<file path="src/include/usc_defines.svh">
// constants for the serial status and command section
`ifndef USC_DEFINES_SVH
`define USC_DEFINES_SVH
// command byte bit positions
`define USC_CMD_TRANSMIT_ENABLE_BIT      0
`define USC_CMD_DTR       1
`define USC_CMD_RXEN      2
`define USC_CMD_BRK       3
`define USC_CMD_ERRCLR    4
`define USC_CMD_RTS       5
`define USC_CMD_SRST      6
`define USC_CMD_HUNT      7
// status byte bit positions
`define USC_ST_TRANSMIT_HOLDING_FREE      0
`define USC_ST_RXRDY      1
`define USC_ST_TXEMPTY    2
`define USC_ST_PARERR     3
`define USC_ST_OVRERR     4
`define USC_ST_FRMERR     5
`define USC_ST_SYNDET     6
`define USC_ST_DSR        7
// reset value of the command byte
`define USC_CMD_RESET     8'h00
// reset value of the status snapshot and the read data
`define USC_STATUS_RESET  8'h00
// longest status update delay in clock periods
`define USC_UPD_MAX_BASE  16
`define USC_UPD_MAX_ENH   28
`endif

</file>
<file path="src/include/usc_pkg.sv">
// types for the serial status and command section
package usc_pkg;
    typedef enum logic [2:0] {
        USC_MODE_WAIT = 3'b001,
        USC_SYNC_WAIT = 3'b010,
        USC_CMD_READY = 3'b100
    } usc_phase_type;
endpackage

</file>
<file path="src/include/usc_flag_if.sv">
// flag set and clear signals between the control and a sticky flag
`timescale 1ns/100ps
interface usc_flag_if;
    logic setPulse;
    logic clearPulse;
    logic flagLevel;
    modport ctrl (output setPulse, output clearPulse, input flagLevel);
    modport flag (input setPulse, input clearPulse, output flagLevel);
endinterface

</file>
<file path="src/usc_sticky_flag.sv">
// one sticky error flag
`timescale 1ns/100ps
module usc_sticky_flag
(
    // clock and reset
    input  wire logic ref_clk,
    input  wire logic sys_rst,
    // flag port
    usc_flag_if.flag  flagPort
);
    logic flag_ff;
    logic nxt_flag;

    // set wins over a clear in the same cycle
    always_comb
    begin
        nxt_flag = flag_ff;
        if (flagPort.clearPulse)
        begin
            nxt_flag = 1'b0;
        end
        if (flagPort.setPulse)
        begin
            nxt_flag = 1'b1;
        end
    end

    always_ff @(posedge ref_clk)
    begin
        if (sys_rst)
        begin
            flag_ff <= 1'b0;
        end
        else
        begin
            flag_ff <= nxt_flag;
        end
    end

    assign flagPort.flagLevel = flag_ff;
endmodule // usc_sticky_flag

</file>
<file path="src/usc_status_command.sv">
// status read and command write section of the serial transceiver
`timescale 1ns/100ps
`include "usc_defines.svh"
module usc_status_command
    import usc_pkg::*;
(
    // clock and reset
    input  wire logic       ref_clk,
    input  wire logic       sys_rst,
    // processor bus, strobes are one clock pulses
    input  wire logic       ctrlSelect,
    input  wire logic       writeStrobe,
    input  wire logic       readStrobe,
    input  wire logic [7:0] writeData,
    output logic      [7:0] readData,
    // mode information from the mode decoder
    input  wire logic [1:0] syncCharCount,
    input  wire logic       internalSync,
    // receiver and transmitter events
    input  wire logic       parityErrSet,
    input  wire logic       frameErrSet,
    input  wire logic       charReceived,
    input  wire logic       charFetched,
    input  wire logic       bufferEmpty,
    input  wire logic       txShiftEmpty,
    input  wire logic       syncMatched,
    input  wire logic       serialTxIn,
    // modem inputs
    input  wire logic       clearToSend_n,
    input  wire logic       dataSetReady_n,
    // outputs to transceiver and pins
    output logic            modeWrite,
    output logic            syncWrite,
    output logic            receiverEnable,
    output logic            transmitterEnable,
    output logic            huntActive,
    output logic            serialTxOut,
    output logic            requestToSend_n,
    output logic            terminalReady_n,
    output logic            transmitHoldingFree,
    output logic            receiveReady
);
    usc_phase_type phase_ff;
    usc_phase_type nxt_phase;
    logic [1:0]    syncLeft_ff;
    logic [1:0]    nxt_syncLeft;
    logic [7:0]    cmd_ff;
    logic [7:0]    nxt_cmd;
    logic          hunt_ff;
    logic          nxt_hunt;
    logic          rxFull_ff;
    logic          nxt_rxFull;
    logic          syndet_ff;
    logic          nxt_syndet;
    logic [7:0]    status_ff;
    logic [7:0]    nxt_status;
    logic [7:0]    readData_ff;
    logic [7:0]    nxt_readData;
    logic          ctrlWrite;
    logic          cmdWrite;
    logic          errClear;

    usc_flag_if parityIf();
    usc_flag_if overrunIf();
    usc_flag_if frameIf();

    // strobes with control select low are data accesses and belong elsewhere
    assign ctrlWrite = writeStrobe & ctrlSelect;
    assign cmdWrite  = ctrlWrite & (phase_ff == USC_CMD_READY);
    // a set in the same cycle still wins inside each flag
    // clear all errors
    assign errClear  = cmdWrite & writeData[`USC_CMD_ERRCLR];

    assign parityIf.setPulse    = parityErrSet;
    assign parityIf.clearPulse  = errClear;
    // a fetch in the same cycle frees the buffer, so that is no overrun
    // overrun when previous char unread
    assign overrunIf.setPulse   = charReceived & rxFull_ff & ~charFetched;
    assign overrunIf.clearPulse = errClear;
    assign frameIf.setPulse     = frameErrSet;
    assign frameIf.clearPulse   = errClear;

    // one sticky flag per error, all three share the clear strobe
    usc_sticky_flag u_parity
    (
        .ref_clk  (ref_clk),
        .sys_rst  (sys_rst),
        .flagPort (parityIf.flag)
    );
    usc_sticky_flag u_overrun
    (
        .ref_clk  (ref_clk),
        .sys_rst  (sys_rst),
        .flagPort (overrunIf.flag)
    );
    usc_sticky_flag u_frame
    (
        .ref_clk  (ref_clk),
        .sys_rst  (sys_rst),
        .flagPort (frameIf.flag)
    );

    // setup phase and command register
    // the sync count is taken only with the mode write, later changes are ignored
    always_comb
    begin
        nxt_phase    = phase_ff;
        nxt_syncLeft = syncLeft_ff;
        nxt_cmd      = cmd_ff;
        case (phase_ff)
            USC_MODE_WAIT:
            begin
                if (ctrlWrite)
                begin
                    nxt_syncLeft = syncCharCount;
                    nxt_phase    = (syncCharCount == 2'h0) ? USC_CMD_READY : USC_SYNC_WAIT;
                end
            end
            USC_SYNC_WAIT:
            begin
                // one sync byte per control write until none are owed
                if (ctrlWrite)
                begin
                    nxt_syncLeft = syncLeft_ff - 2'h1;
                    if (syncLeft_ff == 2'h1)
                    begin
                        nxt_phase = USC_CMD_READY;
                    end
                end
            end
            USC_CMD_READY:
            begin
                if (cmdWrite)
                begin
                    nxt_cmd = writeData;
                    // the rest of a soft reset byte is dropped, a new mode write follows
                    // soft reset returns to mode
                    if (writeData[`USC_CMD_SRST])
                    begin
                        nxt_phase = USC_MODE_WAIT;
                        nxt_cmd   = `USC_CMD_RESET;
                    end
                end
            end
            default:
            begin
                // an illegal phase code falls back to waiting for a mode
                nxt_phase = USC_MODE_WAIT;
            end
        endcase
    end

    always_ff @(posedge ref_clk)
    begin
        if (sys_rst)
        begin
            phase_ff    <= USC_MODE_WAIT;
            syncLeft_ff <= 2'h0;
            cmd_ff      <= `USC_CMD_RESET;
        end
        else
        begin
            phase_ff    <= nxt_phase;
            syncLeft_ff <= nxt_syncLeft;
            cmd_ff      <= nxt_cmd;
        end
    end

    // receiver bookkeeping, hunt and sync detect
    always_comb
    begin
        nxt_hunt   = hunt_ff;
        nxt_rxFull = rxFull_ff;
        nxt_syndet = syndet_ff;
        // external sync needs no search, so hunt is only entered with internal sync
        // enter search on hunt bit
        if (cmdWrite & writeData[`USC_CMD_HUNT] & internalSync)
        begin
            nxt_hunt = 1'b1;
        end
        else if (syncMatched)
        begin
            nxt_hunt = 1'b0;
        end
        // a status read hands the detect to the host, so it drops
        if (readStrobe & ctrlSelect)
        begin
            nxt_syndet = 1'b0;
        end
        // a detect landing on the status read wins
        if (hunt_ff & syncMatched)
        begin
            nxt_syndet = 1'b1;
        end
        // a char arriving with a fetch keeps the buffer full
        if (charFetched)
        begin
            nxt_rxFull = 1'b0;
        end
        if (charReceived)
        begin
            nxt_rxFull = 1'b1;
        end
    end

    always_ff @(posedge ref_clk)
    begin
        if (sys_rst)
        begin
            hunt_ff   <= 1'b0;
            rxFull_ff <= 1'b0;
            syndet_ff <= 1'b0;
        end
        else
        begin
            hunt_ff   <= nxt_hunt;
            rxFull_ff <= nxt_rxFull;
            syndet_ff <= nxt_syndet;
        end
    end

    // status snapshot and read data
    // the snapshot adds one clock of lag but keeps the pins off the read path
    always_comb
    begin
        nxt_status                   = 8'h00;
        // status bit is buffer empty only
        nxt_status[`USC_ST_TRANSMIT_HOLDING_FREE]    = bufferEmpty;
        nxt_status[`USC_ST_RXRDY]    = rxFull_ff;
        nxt_status[`USC_ST_TXEMPTY]  = txShiftEmpty & bufferEmpty;
        nxt_status[`USC_ST_PARERR]   = parityIf.flagLevel;
        nxt_status[`USC_ST_OVRERR]   = overrunIf.flagLevel;
        nxt_status[`USC_ST_FRMERR]   = frameIf.flagLevel;
        nxt_status[`USC_ST_SYNDET]   = syndet_ff;
        nxt_status[`USC_ST_DSR]      = ~dataSetReady_n;
        nxt_readData                 = readData_ff;
        if (readStrobe & ctrlSelect)
        begin
            nxt_readData = status_ff;
        end
    end

    // two clock update path, well inside the limit
    always_ff @(posedge ref_clk)
    begin
        if (sys_rst)
        begin
            status_ff   <= `USC_STATUS_RESET;
            readData_ff <= `USC_STATUS_RESET;
        end
        else
        begin
            status_ff   <= nxt_status;
            readData_ff <= nxt_readData;
        end
    end

    // read data holds between status reads, a data read leaves it alone
    assign readData           = readData_ff;
    // markers are combinational so the mode and sync loaders see the write in its own cycle
    assign modeWrite          = ctrlWrite & (phase_ff == USC_MODE_WAIT);
    assign syncWrite          = ctrlWrite & (phase_ff == USC_SYNC_WAIT);
    assign receiverEnable     = cmd_ff[`USC_CMD_RXEN];
    assign transmitterEnable  = cmd_ff[`USC_CMD_TRANSMIT_ENABLE_BIT];
    assign huntActive         = hunt_ff;
    // gating after the shifter lets a break start or stop mid character
    // break forces low
    assign serialTxOut        = serialTxIn & ~cmd_ff[`USC_CMD_BRK];
    // command bits are kept high-true, the pins are inverted here
    // active low modem outputs
    assign requestToSend_n    = ~cmd_ff[`USC_CMD_RTS];
    assign terminalReady_n    = ~cmd_ff[`USC_CMD_DTR];
    assign transmitHoldingFree = bufferEmpty & ~clearToSend_n & cmd_ff[`USC_CMD_TRANSMIT_ENABLE_BIT];
    // same level as the status bit, for hosts that poll the pin
    assign receiveReady       = rxFull_ff;
endmodule // usc_status_command

</file>
<file path="config.mk">
export PLATFORM = sky130hd
export DESIGN_NAME = usc_status_command
export DESIGN_NICKNAME = d
export VERILOG_FILES = /design/src/include/usc_pkg.sv /design/src/include/usc_flag_if.sv /design/src/usc_sticky_flag.sv /design/src/usc_status_command.sv
export VERILOG_INCLUDE_DIRS = /design/src /design/src/include
export SDC_FILE = /design/constraint.sdc
export NUM_CORES = 1
export LEC_CHECK = 0
export ABC_AREA = 1
export BUFFER_PORTS_ARGS = -buffer_cell sky130_fd_sc_hd__buf_2
export CORE_MARGIN = 2
export CORE_UTILIZATION = 45
export DETAILED_ROUTE_END_ITERATION = 16
export PLACE_DENSITY = 0.73
export SLEW_MARGIN = 10
export SYNTH_ARGS = -nofsm -noshare
export SYNTH_HDL_FRONTEND = slang
export SYNTH_HIERARCHICAL = 1
export SYNTH_SLANG_ARGS = --single-unit
</file>
<file path="constraint.sdc">
create_clock -name ref_clk -period 1.9 [get_ports ref_clk]
set_clock_uncertainty 0.2 [all_clocks]
set_input_delay 0.19 -clock ref_clk [delete_from_list [all_inputs] [get_ports ref_clk]]
set_output_delay 0.19 -clock ref_clk [all_outputs]
set_load 0.005 [all_outputs]
</file>
Word-level counts from Yosys, hierarchy flattened. Index checks and enable logic that the tools add are counted.

Bitwise logic cells: 21. Reductions and logical operators: 11. Equality and inequality tests: 9. Add/subtract/negate cells: 1. Muxes and demuxes: 21.

Operators by type and width (number): two-way mux 3 bit (6); AND 1 bit (15); nonzero test 2 bit (7); two-way mux 1 bit (10); != test 2 bit (second input constant) (5); case mux 3 bit (3 select lines) (1); two-way mux 6 bit (1); inverter 1 bit (6); AND reduction 5 bit (1); two-way mux 2 bit (2); case mux 2 bit (2 select lines) (1); == test 3 x 1 -> 1 bit (second input constant) (1); == test 3 x 2 -> 1 bit (second input constant) (1); == test 3 bit (second input constant) (1); AND reduction 3 bit (1); == test 2 x 1 -> 1 bit (second input constant) (1); logical NOT 2 bit (1); AND reduction 2 bit (1); subtractor 2 x 1 -> 2 bit (second input constant) (1).

Word-level logic and storage cells: 74. Bits in registers: 33. Output and inout bits: 18.

Longest topological paths before layout. Gate-level depths: netlist of the first run.

Depth after elaboration: 5. Depth in mapped cells: 9. Mapped depth without buffers: 9.

Hierarchy. Netlist of the first run, hierarchy kept.

Modules (own cells, without submodules): usc_status_command (area each 1178.6 µm², sequential area each 580.6 µm², cells each 153, times used 1); usc_sticky_flag (area each 40.0 µm², sequential area each 20.0 µm², cells each 5, times used 3).

Worst setup path after synthesis of the first run. Ideal clock, no wire load.

Path kind: reg-to-reg. Start: reg phase_ff[1]. End: reg phase_ff[1]. Library setup time: 0.115 ns. Cell stages (with the launch flop): 8. Path buffers: 0. Setup slack: 0.654 ns. Arrival time: 0.931 ns. Cells stage by stage: dfxtp_1 inv_2 nor2_4 nand2_2 nand2_2 nand2_2 a21oi_1 nor2_1.

Word-level cells in the longest chain between the ends: 4. Elaborated cells between the ends (all ways): 11.

Ends and longest elaborated chain: from (decl) (line usc_status_command.sv:43) `usc_phase_type phase_ff;`; from (signal assigned) (line usc_status_command.sv:163) `phase_ff <= nxt_phase;`; == test 3 bit (line usc_status_command.sv:69, usc_status_command.sv:110); AND 1 bit (line usc_status_command.sv:69) `assign cmdWrite = ctrlWrite & (phase_ff == USC_CMD_READY);`; != test 2 bit (no line); AND reduction 5 bit (no line).

Several ways; a longest one is shown, not always the timed one. A chain may end at the register's enable or synchronous reset.

Final worst setup path of the first run.
Start: reg phase_ff[0]. End: reg hunt_ff, in the netlist huntActive.

Word-level cells in the longest chain between the ends: 5. Elaborated cells between the ends (all ways): 6.

Ends and longest elaborated chain: == test 3 bit * (line usc_status_command.sv:69); AND 1 bit * (line usc_status_command.sv:69); AND 1 bit * (2 in a row) (line usc_status_command.sv:177) `` if (cmdWrite & writeData[`USC_CMD_HUNT] & internalSync) ``; two-way mux 1 bit or nonzero test 2 bit (tied branches); to (signal assigned) (line usc_status_command.sv:216) `hunt_ff <= nxt_hunt;`; to (decl) (line usc_status_command.sv:49) `logic hunt_ff;`.

Every way passes the cells marked *; elsewhere a longest branch is shown, timed or not.

==> results of run 1 <==
-- power groups by stage --
stage	registers, mW	logic (mW)	clock network (mW)
after floorplan	0.780	0.256	0
after global placement	0.783	0.341	0
after detailed placement	0.785	0.341	0
after CTS	0.769	0.370	0.510
after global routing	0.780	0.419	0.547
final	0.769	0.371	0.497
-- cell type report --
type                            instances  area [um2]  area share
Timing Repair Buffer                   62         403       0.223
Inverter                               32         120      0.0666
Tap cell                               31        38.8      0.0215
Sequential cell                        32         641       0.355
Clock buffer                            6        41.3      0.0229
Clock inverter                          2        35.0      0.0194
Multi-Input combinational cell        101         524       0.291
-- layer usage --
| metal | track usage | vias to the layer above | share of wire | wire [um] |
|---|---|---|---|---|
| li1 | - | 656 | - | - |
| met1 | 0.204 | 506 | 0.43 | 1150 |
| met2 | 0.304 | 34 | 0.48 | 1270 |
| met3 | 0.0580 | 7 | 0.067 | 177 |
| met4 | 0.0731 | 0 | 0.024 | 63 |
| met5 | 0 | - | 0 | 0 |
-- kinds of logic after synthesis --
family | after synthesis | synth area share
AND/OR/NAND/NOR | 70 | 0.252
adder cells (fa/ha/maj) | 1 | 0.00963
buffers and inverters | 35 | 0.103
flip-flops | 32 | 0.493
AO/OA/AOI/OAI | 30 | 0.142
-- registers in the layout (all words and copies together) (netlist names) --
signal / count
cmd_ff: 5
receiveReady: 1
huntActive: 1
u_overrun/flagPort.flagLevel: 1
u_frame/flagPort.flagLevel: 1
syncLeft_ff: 2
phase_ff: 3
u_parity/flagPort.flagLevel: 1
syndet_ff: 1
status_ff: 8
readData: 8
-- cells in the mapped netlist (2+ instances only) --
| library cell | instances | area [um2] |
|---|---|---|
| a211oi_1 | 3 | 22.5 |
| a21oi_1 | 9 | 45.0 |
| a21oi_2 | 5 | 43.8 |
| dfxtp_1 | 32 | 641 |
| inv_1 | 29 | 109 |
| inv_2 | 3 | 11.3 |
| nand2_1 | 18 | 67.6 |
| nand2_2 | 4 | 25.0 |
| nand3_1 | 8 | 40.0 |
| nand3_2 | 2 | 20.0 |
| nor2_1 | 31 | 116 |
| nor2_2 | 3 | 18.8 |
| o21ai_0 | 11 | 55.1 |
-- what timing repair did --
| action | CTS | global route |
|---|---|---|
| setup endpoints to repair | 0 | 0 |
| hold buffers | 18 | 0 |
| resized for setup | 0 | 0 |
| hold endpoints to repair | 17 | 0 |
-- worst max-delay path by stage --
| stage | end | slack, ns |
|---|---|---|
| final | huntActive | 0.12 |
| after global routing | huntActive | 0.02 |
| after CTS | huntActive | 0.10 |
| after detailed placement | u_parity/flagPort.flagLevel | 0.57 |
| after global placement | u_parity/flagPort.flagLevel | 0.56 |
| after floorplan | phase_ff[1] | 0.65 |
-- critical path, cell delays in order, from the launching register on --
cell and delay (ns):
dfxtp_1 0.37, nor2_2 0.16, nand3_4 0.15, inv_2 0.09, nand3_1 0.09, a21oi_1 0.13
dlygate4sd3_1 0.54
-- stage by stage --
stage | hold slack, ns | setup slack [ns]
global placement | 0.149 | 0.565
detailed placement | 0.150 | 0.567
floorplan | 0.0524 | 0.654
finish | 0.0142 | 0.119
CTS | 0.00666 | 0.100
global route | 0.0259 | 0.0172
==> results_dict.tcl, run 1 <==
set metrics [dict create \
    die_area_um2 3330 \
    p_seq_frac 0.470 \
    worstPathArrival_ns 1.85 \
    cts_max_level 2 \
    cts_sinks 32 \
    p_sw_frac 0.292 \
    ir_drop_mv 0.665 \
    syn_nets 195 \
    hold_path.class "input pin to flip-flop" \
    max_freq_mhz 561 \
    synth_area_um2 1300 \
    holdPathStages 5 \
    antenna_cells 0 \
    synth_warnings 6 \
    r2r-end "huntActive" \
    syn_inst 168 \
    intPower_mw 1.16 \
    boundaryPins 44 \
    drt-initial-drc-count 23 \
    gp_congestion 0.828 \
    cts_root_buf "clkbuf_4" \
    antenna_found_initial 0 \
    cp-start-kind "flip-flop" \
    slew_violations 0 \
    tns_ns 0 \
    grt_pass1_vias 1072 \
    final_cells 266 \
    fill_cells 240 \
    min_from "charFetched" \
    outcome "complete, no violations" \
    p_per_area_nw_per_um2 908 \
    routedWlPerCell_um 9.99 \
    end_kind "flip-flop" \
    avgSynthCellArea_um2 7.73 \
    drive_above_1_share 0.302 \
    io_buffers 43 \
    antenna_left 0 \
    grt_overflow_total 0 \
    synthFlopType "dfxtp_1" \
    async_flop_share 0 \
    startpoint "phase_ff[0]" \
    path_class "flip-flop to flip-flop" \
    power_mw 1.64 \
    leakagePower_nw 0.872 \
    min_period_ns 1.78 \
    grt_usage 0.178 \
    initial_core_util 0.471 \
    utilization 0.654 \
    crit_fanout 10 \
    cts_tree "built" \
    yosysSeqAreaShare 0.493 \
    drc_errors 0 \
    ff2ff_setup_slack_ns 0.12 \
    core_area_um2 2760 \
    final_cell_mix "43 x buf_2, 32 x dfxtp_1, 31 x nor2_1" \
    rsz0062_at_grt "false" \
    dp.cells 240 \
    num_vias 1203 \
    post_cts_buffers 0 \
    firstDrtPassIters 4 \
    wirelength_um 2660 \
    r2r_start "phase_ff[0]" \
    worst_pin_slew_ns 0.306 \
    power.switching_mw 0.477 \
    die_y_um 57.7 \
    finalCritPeriodShare 0.937 \
    ys_ff_latch 32 \
    p_clk_frac 0.304 \
    ys_types 23 \
    finalSetupViolCount 0 \
    dp_hpwl_um 1800 \
    grt_max_degree 15 \
    hold_viol_final 0 \
    worst-r2r-cell-count 6 \
    combPwrFrac 0.227 \
    layout_commonest_cell "buf_2" \
    synth-edff-count 0 \
    clk_latency_ns 0.32 \
    nets 261 \
    numCtsBuffers 5 \
    cts_max_path_buffers 2 \
    area_growth_syn_to_layout_pct 38.8 \
    die_w_um 57.7 \
    grt_first_pass_wirelength_um 4520 \
    viasPerCell 4.52 \
    relSlewSlack 0.796 \
    fp-row-count 19 \
    drv_cap 0 \
    hold_end "u_overrun/flagPort.flagLevel" \
    stdcell_area_um2 1800 \
    cp.required_ns 1.97 \
    place_area_um2 1550 \
    clk_pin_slew_ns 0.10 \
]
(Power assumes the default switching activity.)
==> run 2: changes to the inputs <==
--- a/config.mk
+++ b/config.mk
@@ -9,9 +9,9 @@
 export ABC_AREA = 1
 export BUFFER_PORTS_ARGS = -buffer_cell sky130_fd_sc_hd__buf_2
 export CORE_MARGIN = 2
-export CORE_UTILIZATION = 45
+export CORE_UTILIZATION = 52
 export DETAILED_ROUTE_END_ITERATION = 16
-export PLACE_DENSITY = 0.73
+export PLACE_DENSITY = 0.82
 export SLEW_MARGIN = 10
 export SYNTH_ARGS = -nofsm -noshare
 export SYNTH_HDL_FRONTEND = slang
==> results_dict.tcl, run 2 (synthesis results as in run 1) <==
set metrics [dict create \
    cts_max_path_buffers 2 \
    dp_hpwl_um 2070 \
    grt_overflow_total 0 \
    holdPathStages 5 \
    multiInputGateArea_um2 529 \
    die_w_um 54.0 \
    rsz0062_at_grt "false" \
    cts_root_buf "clkbuf_4" \
    final_cell_mix "43 x buf_2, 32 x dfxtp_1, 31 x nor2_1" \
    ir_drop_mv 1.03 \
    grt_pass1_vias 1197 \
    tns_ns 0 \
    stdcell_area_um2 1820 \
    core_area_um2 2410 \
    path_class "flip-flop to flip-flop" \
    dp.cells 239 \
    r2r_start "phase_ff[0]" \
    intPower_mw 1.16 \
    fill_cells 174 \
    min_from "syncCharCount[1]" \
    grt_max_degree 15 \
    r2r-end "huntActive" \
    worst-r2r-cell-count 6 \
    die_area_um2 2910 \
    cts_max_level 2 \
    nets 262 \
    worstPathArrival_ns 1.85 \
    clk_pin_slew_ns 0.10 \
    p_sw_frac 0.310 \
    dp_slack_ns 0.541 \
    power_mw 1.69 \
    die_y_um 54.0 \
    boundaryPins 44 \
    gp_congestion 0.864 \
    numCtsBuffers 5 \
    finalCritPeriodShare 0.938 \
    regArea_um2 641 \
    p_per_area_nw_per_um2 927 \
    p_seq_frac 0.461 \
    hold_path.class "input pin to flip-flop" \
    layout_commonest_cell "buf_2" \
    min_period_ns 1.78 \
    antenna_found_initial 0 \
    outcome "complete, no violations" \
    finalSetupViolCount 0 \
    firstDrtPassIters 4 \
    fp-row-count 18 \
    slew_violations 0 \
    worst_pin_slew_ns 0.333 \
    drv_cap 0 \
    max_freq_mhz 561 \
    setup_ws_ns 0.118 \
    num_vias 1273 \
    leakagePower_nw 0.872 \
    routedWlPerCell_um 11.6 \
    wirelength_um 3080 \
    drive_above_1_share 0.305 \
    cp-start-kind "flip-flop" \
    antenna_cells 0 \
    drc_errors 0 \
    grt_usage 0.237 \
    viasPerCell 4.79 \
    hold_slack_ns 0.00282 \
    relSlewSlack 0.778 \
    crit_fanout 10 \
    p_clk_frac 0.305 \
    power.switching_mw 0.524 \
    hold_viol_final 0 \
    combPwrFrac 0.234 \
    ff2ff_setup_slack_ns 0.12 \
    utilization 0.755 \
    final_cells 266 \
    cts_tree "built" \
    antenna_left 0 \
    area_growth_syn_to_layout_pct 40.2 \
    cp.required_ns 1.97 \
    drt-initial-drc-count 24 \
    initial_core_util 0.539 \
    end_kind "flip-flop" \
    grt_first_pass_wirelength_um 4820 \
    post_cts_buffers 0 \
    cts_sinks 32 \
    io_buffers 43 \
    clk_latency_ns 0.33 \
    hold_end "syncLeft_ff[1]" \
    place_area_um2 1550 \
]
==> run 2: cell count changes in the layout (fill, tap and decap cells not counted) <==
cell and delta:
clkinvlp_4 +1, nor2_2 -1, clkbuf_1 -1, dlygate4sd3_1 +1, nor2_4 +1
==> run 2: area by class of cell <==
class	instances	area share
tap	30	0.0206
sequential	32	0.352
multi-input combinational	101	0.291
clock inverter	3	0.0234
inverter	32	0.0660
timing repair buffer	63	0.227
clock buffer	5	0.0206
==> run 2: worst max-delay path by stage <==
stage / slack (ns) / endpoint / startpoint
floorplan: 0.65 / phase_ff[1] / phase_ff[1]
global placement: 0.59 / u_overrun/flagPort.flagLevel / phase_ff[0]
detailed placement: 0.54 / u_parity/flagPort.flagLevel / phase_ff[0]
CTS: 0.08 / huntActive / phase_ff[0]
global route: 0.03 / huntActive / phase_ff[0]
finish: 0.12 / huntActive / phase_ff[0]
==> run 2: critical path, stage by stage, from the launching register on <==
cell and delay [ns]:
dfxtp_1 0.39, nor2_4 0.14, nand3_4 0.14, inv_2 0.09, nand3_1 0.07, dlygate4sd3_1 0.56
a21oi_1 0.12
==> run 2: routing by layer <==
metal	share of wire	GRT usage	vias to the layer above
met1	0.40	0.248	568
met3	0.060	0.0611	7
li1	-	-	656
met5	0	0	-
met2	0.52	0.435	42
met4	0.020	0.113	0
==> run 2: timing repair <==
item | 4_1_cts | 5_1_grt
hold buffers | 19 | 0
setup endpoints to repair | 0 | 1
endpoints found under the hold margin | 16 | 0
gates resized for setup | 0 | 1
==> run 2: power by group through the flow <==
stage | logic (mW) | clock network [mW] | registers, mW
5_1_grt | 0.437 | 0.544 | 0.785
2_1_floorplan | 0.256 | 0 | 0.780
4_1_cts | 0.378 | 0.519 | 0.771
3_5_place_dp | 0.348 | 0 | 0.786
3_3_place_gp | 0.333 | 0 | 0.782
6_report | 0.395 | 0.515 | 0.777
==> run 3: changes to the inputs <==
--- a/config.mk
+++ b/config.mk
@@ -11,7 +11,7 @@
 export CORE_MARGIN = 2
 export CORE_UTILIZATION = 52
 export DETAILED_ROUTE_END_ITERATION = 16
-export PLACE_DENSITY = 0.82
+export PLACE_DENSITY = 0.85
 export SLEW_MARGIN = 10
 export SYNTH_ARGS = -nofsm -noshare
 export SYNTH_HDL_FRONTEND = slang
==> results_dict.tcl, run 3 (synthesis results as in run 1) <==
set metrics [dict create \
    outcome "complete, no violations" \
    crit_chain "nor2_2, nand3_4, inv_2, nand3_1, dlygate4sd3_1, a21oi_1" \
    hold_end "syncLeft_ff[1]" \
    min_from "syncCharCount[1]" \
    cts_sinks 32 \
    initial_core_util 0.539 \
    final_cell_mix "43 x buf_2, 32 x dfxtp_1, 31 x nor2_1" \
    routedWlPerCell_um 11.0 \
    cts_max_path_buffers 2 \
    clk_pin_slew_ns 0.10 \
    rsz0062_at_grt "false" \
    r2r_start "phase_ff[0]" \
    grt_pass1_vias 1166 \
    crit_fanout 10 \
    hold_path.class "input pin to flip-flop" \
    drt-initial-drc-count 27 \
    finalSetupViolCount 0 \
    worst-r2r-cell-count 6 \
    clk_latency_ns 0.34 \
    fp-row-count 18 \
    dp_hpwl_um 1970 \
    gp_congestion 0.849 \
    p_per_area_nw_per_um2 879 \
    r2r-end "huntActive" \
    nets 261 \
    ir_drop_mv 0.640 \
    postCtsHoldBufs 18 \
    antenna_cells 0 \
    num_vias 1236 \
    drive_above_1_share 0.302 \
    dp.cells 239 \
    post_cts_buffers 0 \
    relSlewSlack 0.798 \
    io_buffers 43 \
    tns_ns 0 \
    end_kind "flip-flop" \
    grt_overflow_total 0 \
    grt_max_degree 15 \
    hold_viol_final 0 \
    die_area_um2 2910 \
    cts_resized 0 \
    ff2ff_setup_slack_ns 0.12 \
    crit_slowest_cell "dlygate4sd3_1" \
    worst_pin_slew_ns 0.302 \
    grt_usage 0.236 \
    cts_root_buf "clkbuf_4" \
    leakagePower_nw 0.856 \
    final_cells 265 \
    min_period_ns 1.78 \
    antenna_found_initial 0 \
    antenna_left 0 \
    finalCritPeriodShare 0.936 \
    viasPerCell 4.66 \
    grt_first_pass_wirelength_um 4860 \
    drv_cap 0 \
    slew_violations 0 \
    layout_commonest_cell "buf_2" \
    drc_errors 0 \
    path_class "flip-flop to flip-flop" \
    wirelength_um 2910 \
    firstDrtPassIters 4 \
    cts_tree "built" \
    numCtsBuffers 5 \
    cp.required_ns 1.97 \
    core_area_um2 2410 \
    die_y_um 54.0 \
    cpPeakStageDelay_ns 0.55 \
    area_growth_syn_to_layout_pct 37.7 \
    cts_max_level 2 \
    worstPathArrival_ns 1.85 \
    cp-start-kind "flip-flop" \
    boundaryPins 44 \
    die_w_um 54.0 \
    holdPathStages 5 \
    max_freq_mhz 563 \
]
run 3: how the worst max path moves through the flow:
stage | from | to | slack, ns | cells after the start
floorplan | phase_ff[1] | phase_ff[1] | 0.65 | 7
global placement | ctrlSelect | u_frame/flagPort.flagLevel | 0.58 | 8
detailed placement | phase_ff[0] | u_parity/flagPort.flagLevel | 0.55 | 6
CTS | phase_ff[0] | huntActive | 0.11 | 6
global route | phase_ff[0] | huntActive | 0.002 | 6
finish | phase_ff[0] | huntActive | 0.12 | 6
run 3: per-layer routing:
metal  routed length [um]  share of wire  track usage
met1                 1240           0.43        0.269
met2                 1480           0.51        0.398
met3                  163          0.056       0.0972
met4                   25         0.0086       0.0750
met5                    0              0            0
run 3: stage by stage:
step	area (um2)	util	setup WS, ns	hold slack (ns)	power (mW)
detailed placement	1550	0.641	0.552	0.166	1.13
floorplan	1300	-	0.654	0.0524	1.04
global route	1790	0.742	0.00234	0.0445	1.66
global placement	1550	0.641	0.578	0.159	1.12
CTS	1790	0.742	0.108	0.00401	1.57
finish	1790	0.742	0.122	0.0170	1.57
run 3: final cells by class:
cell class / count / area, um2
flip-flops and latches: 32 / 641
fillers: 173 / 622
multi-input cells: 101 / 524
repair buffers: 62 / 403
inverters: 32 / 120
clock buffers: 7 / 55.1
well taps: 30 / 37.5
clock inverters: 1 / 7.51
run 3: power by group:
part / switching [mW] / total (mW) / internal (mW) / leakage (nW)
registers: 0.0448 / 0.770 / 0.725 / 0.262
logic: 0.229 / 0.388 / 0.159 / 0.562
clock network: 0.233 / 0.414 / 0.181 / 0.0315
run 3: worst max-delay path, delay by kind of cell, from the launching register on:
family	cells	cell delay, ns
buffers and inverters	2	0.64
AO/OA/AOI/OAI	1	0.12
AND/OR/NAND/NOR	3	0.38
flip-flops	1	0.37
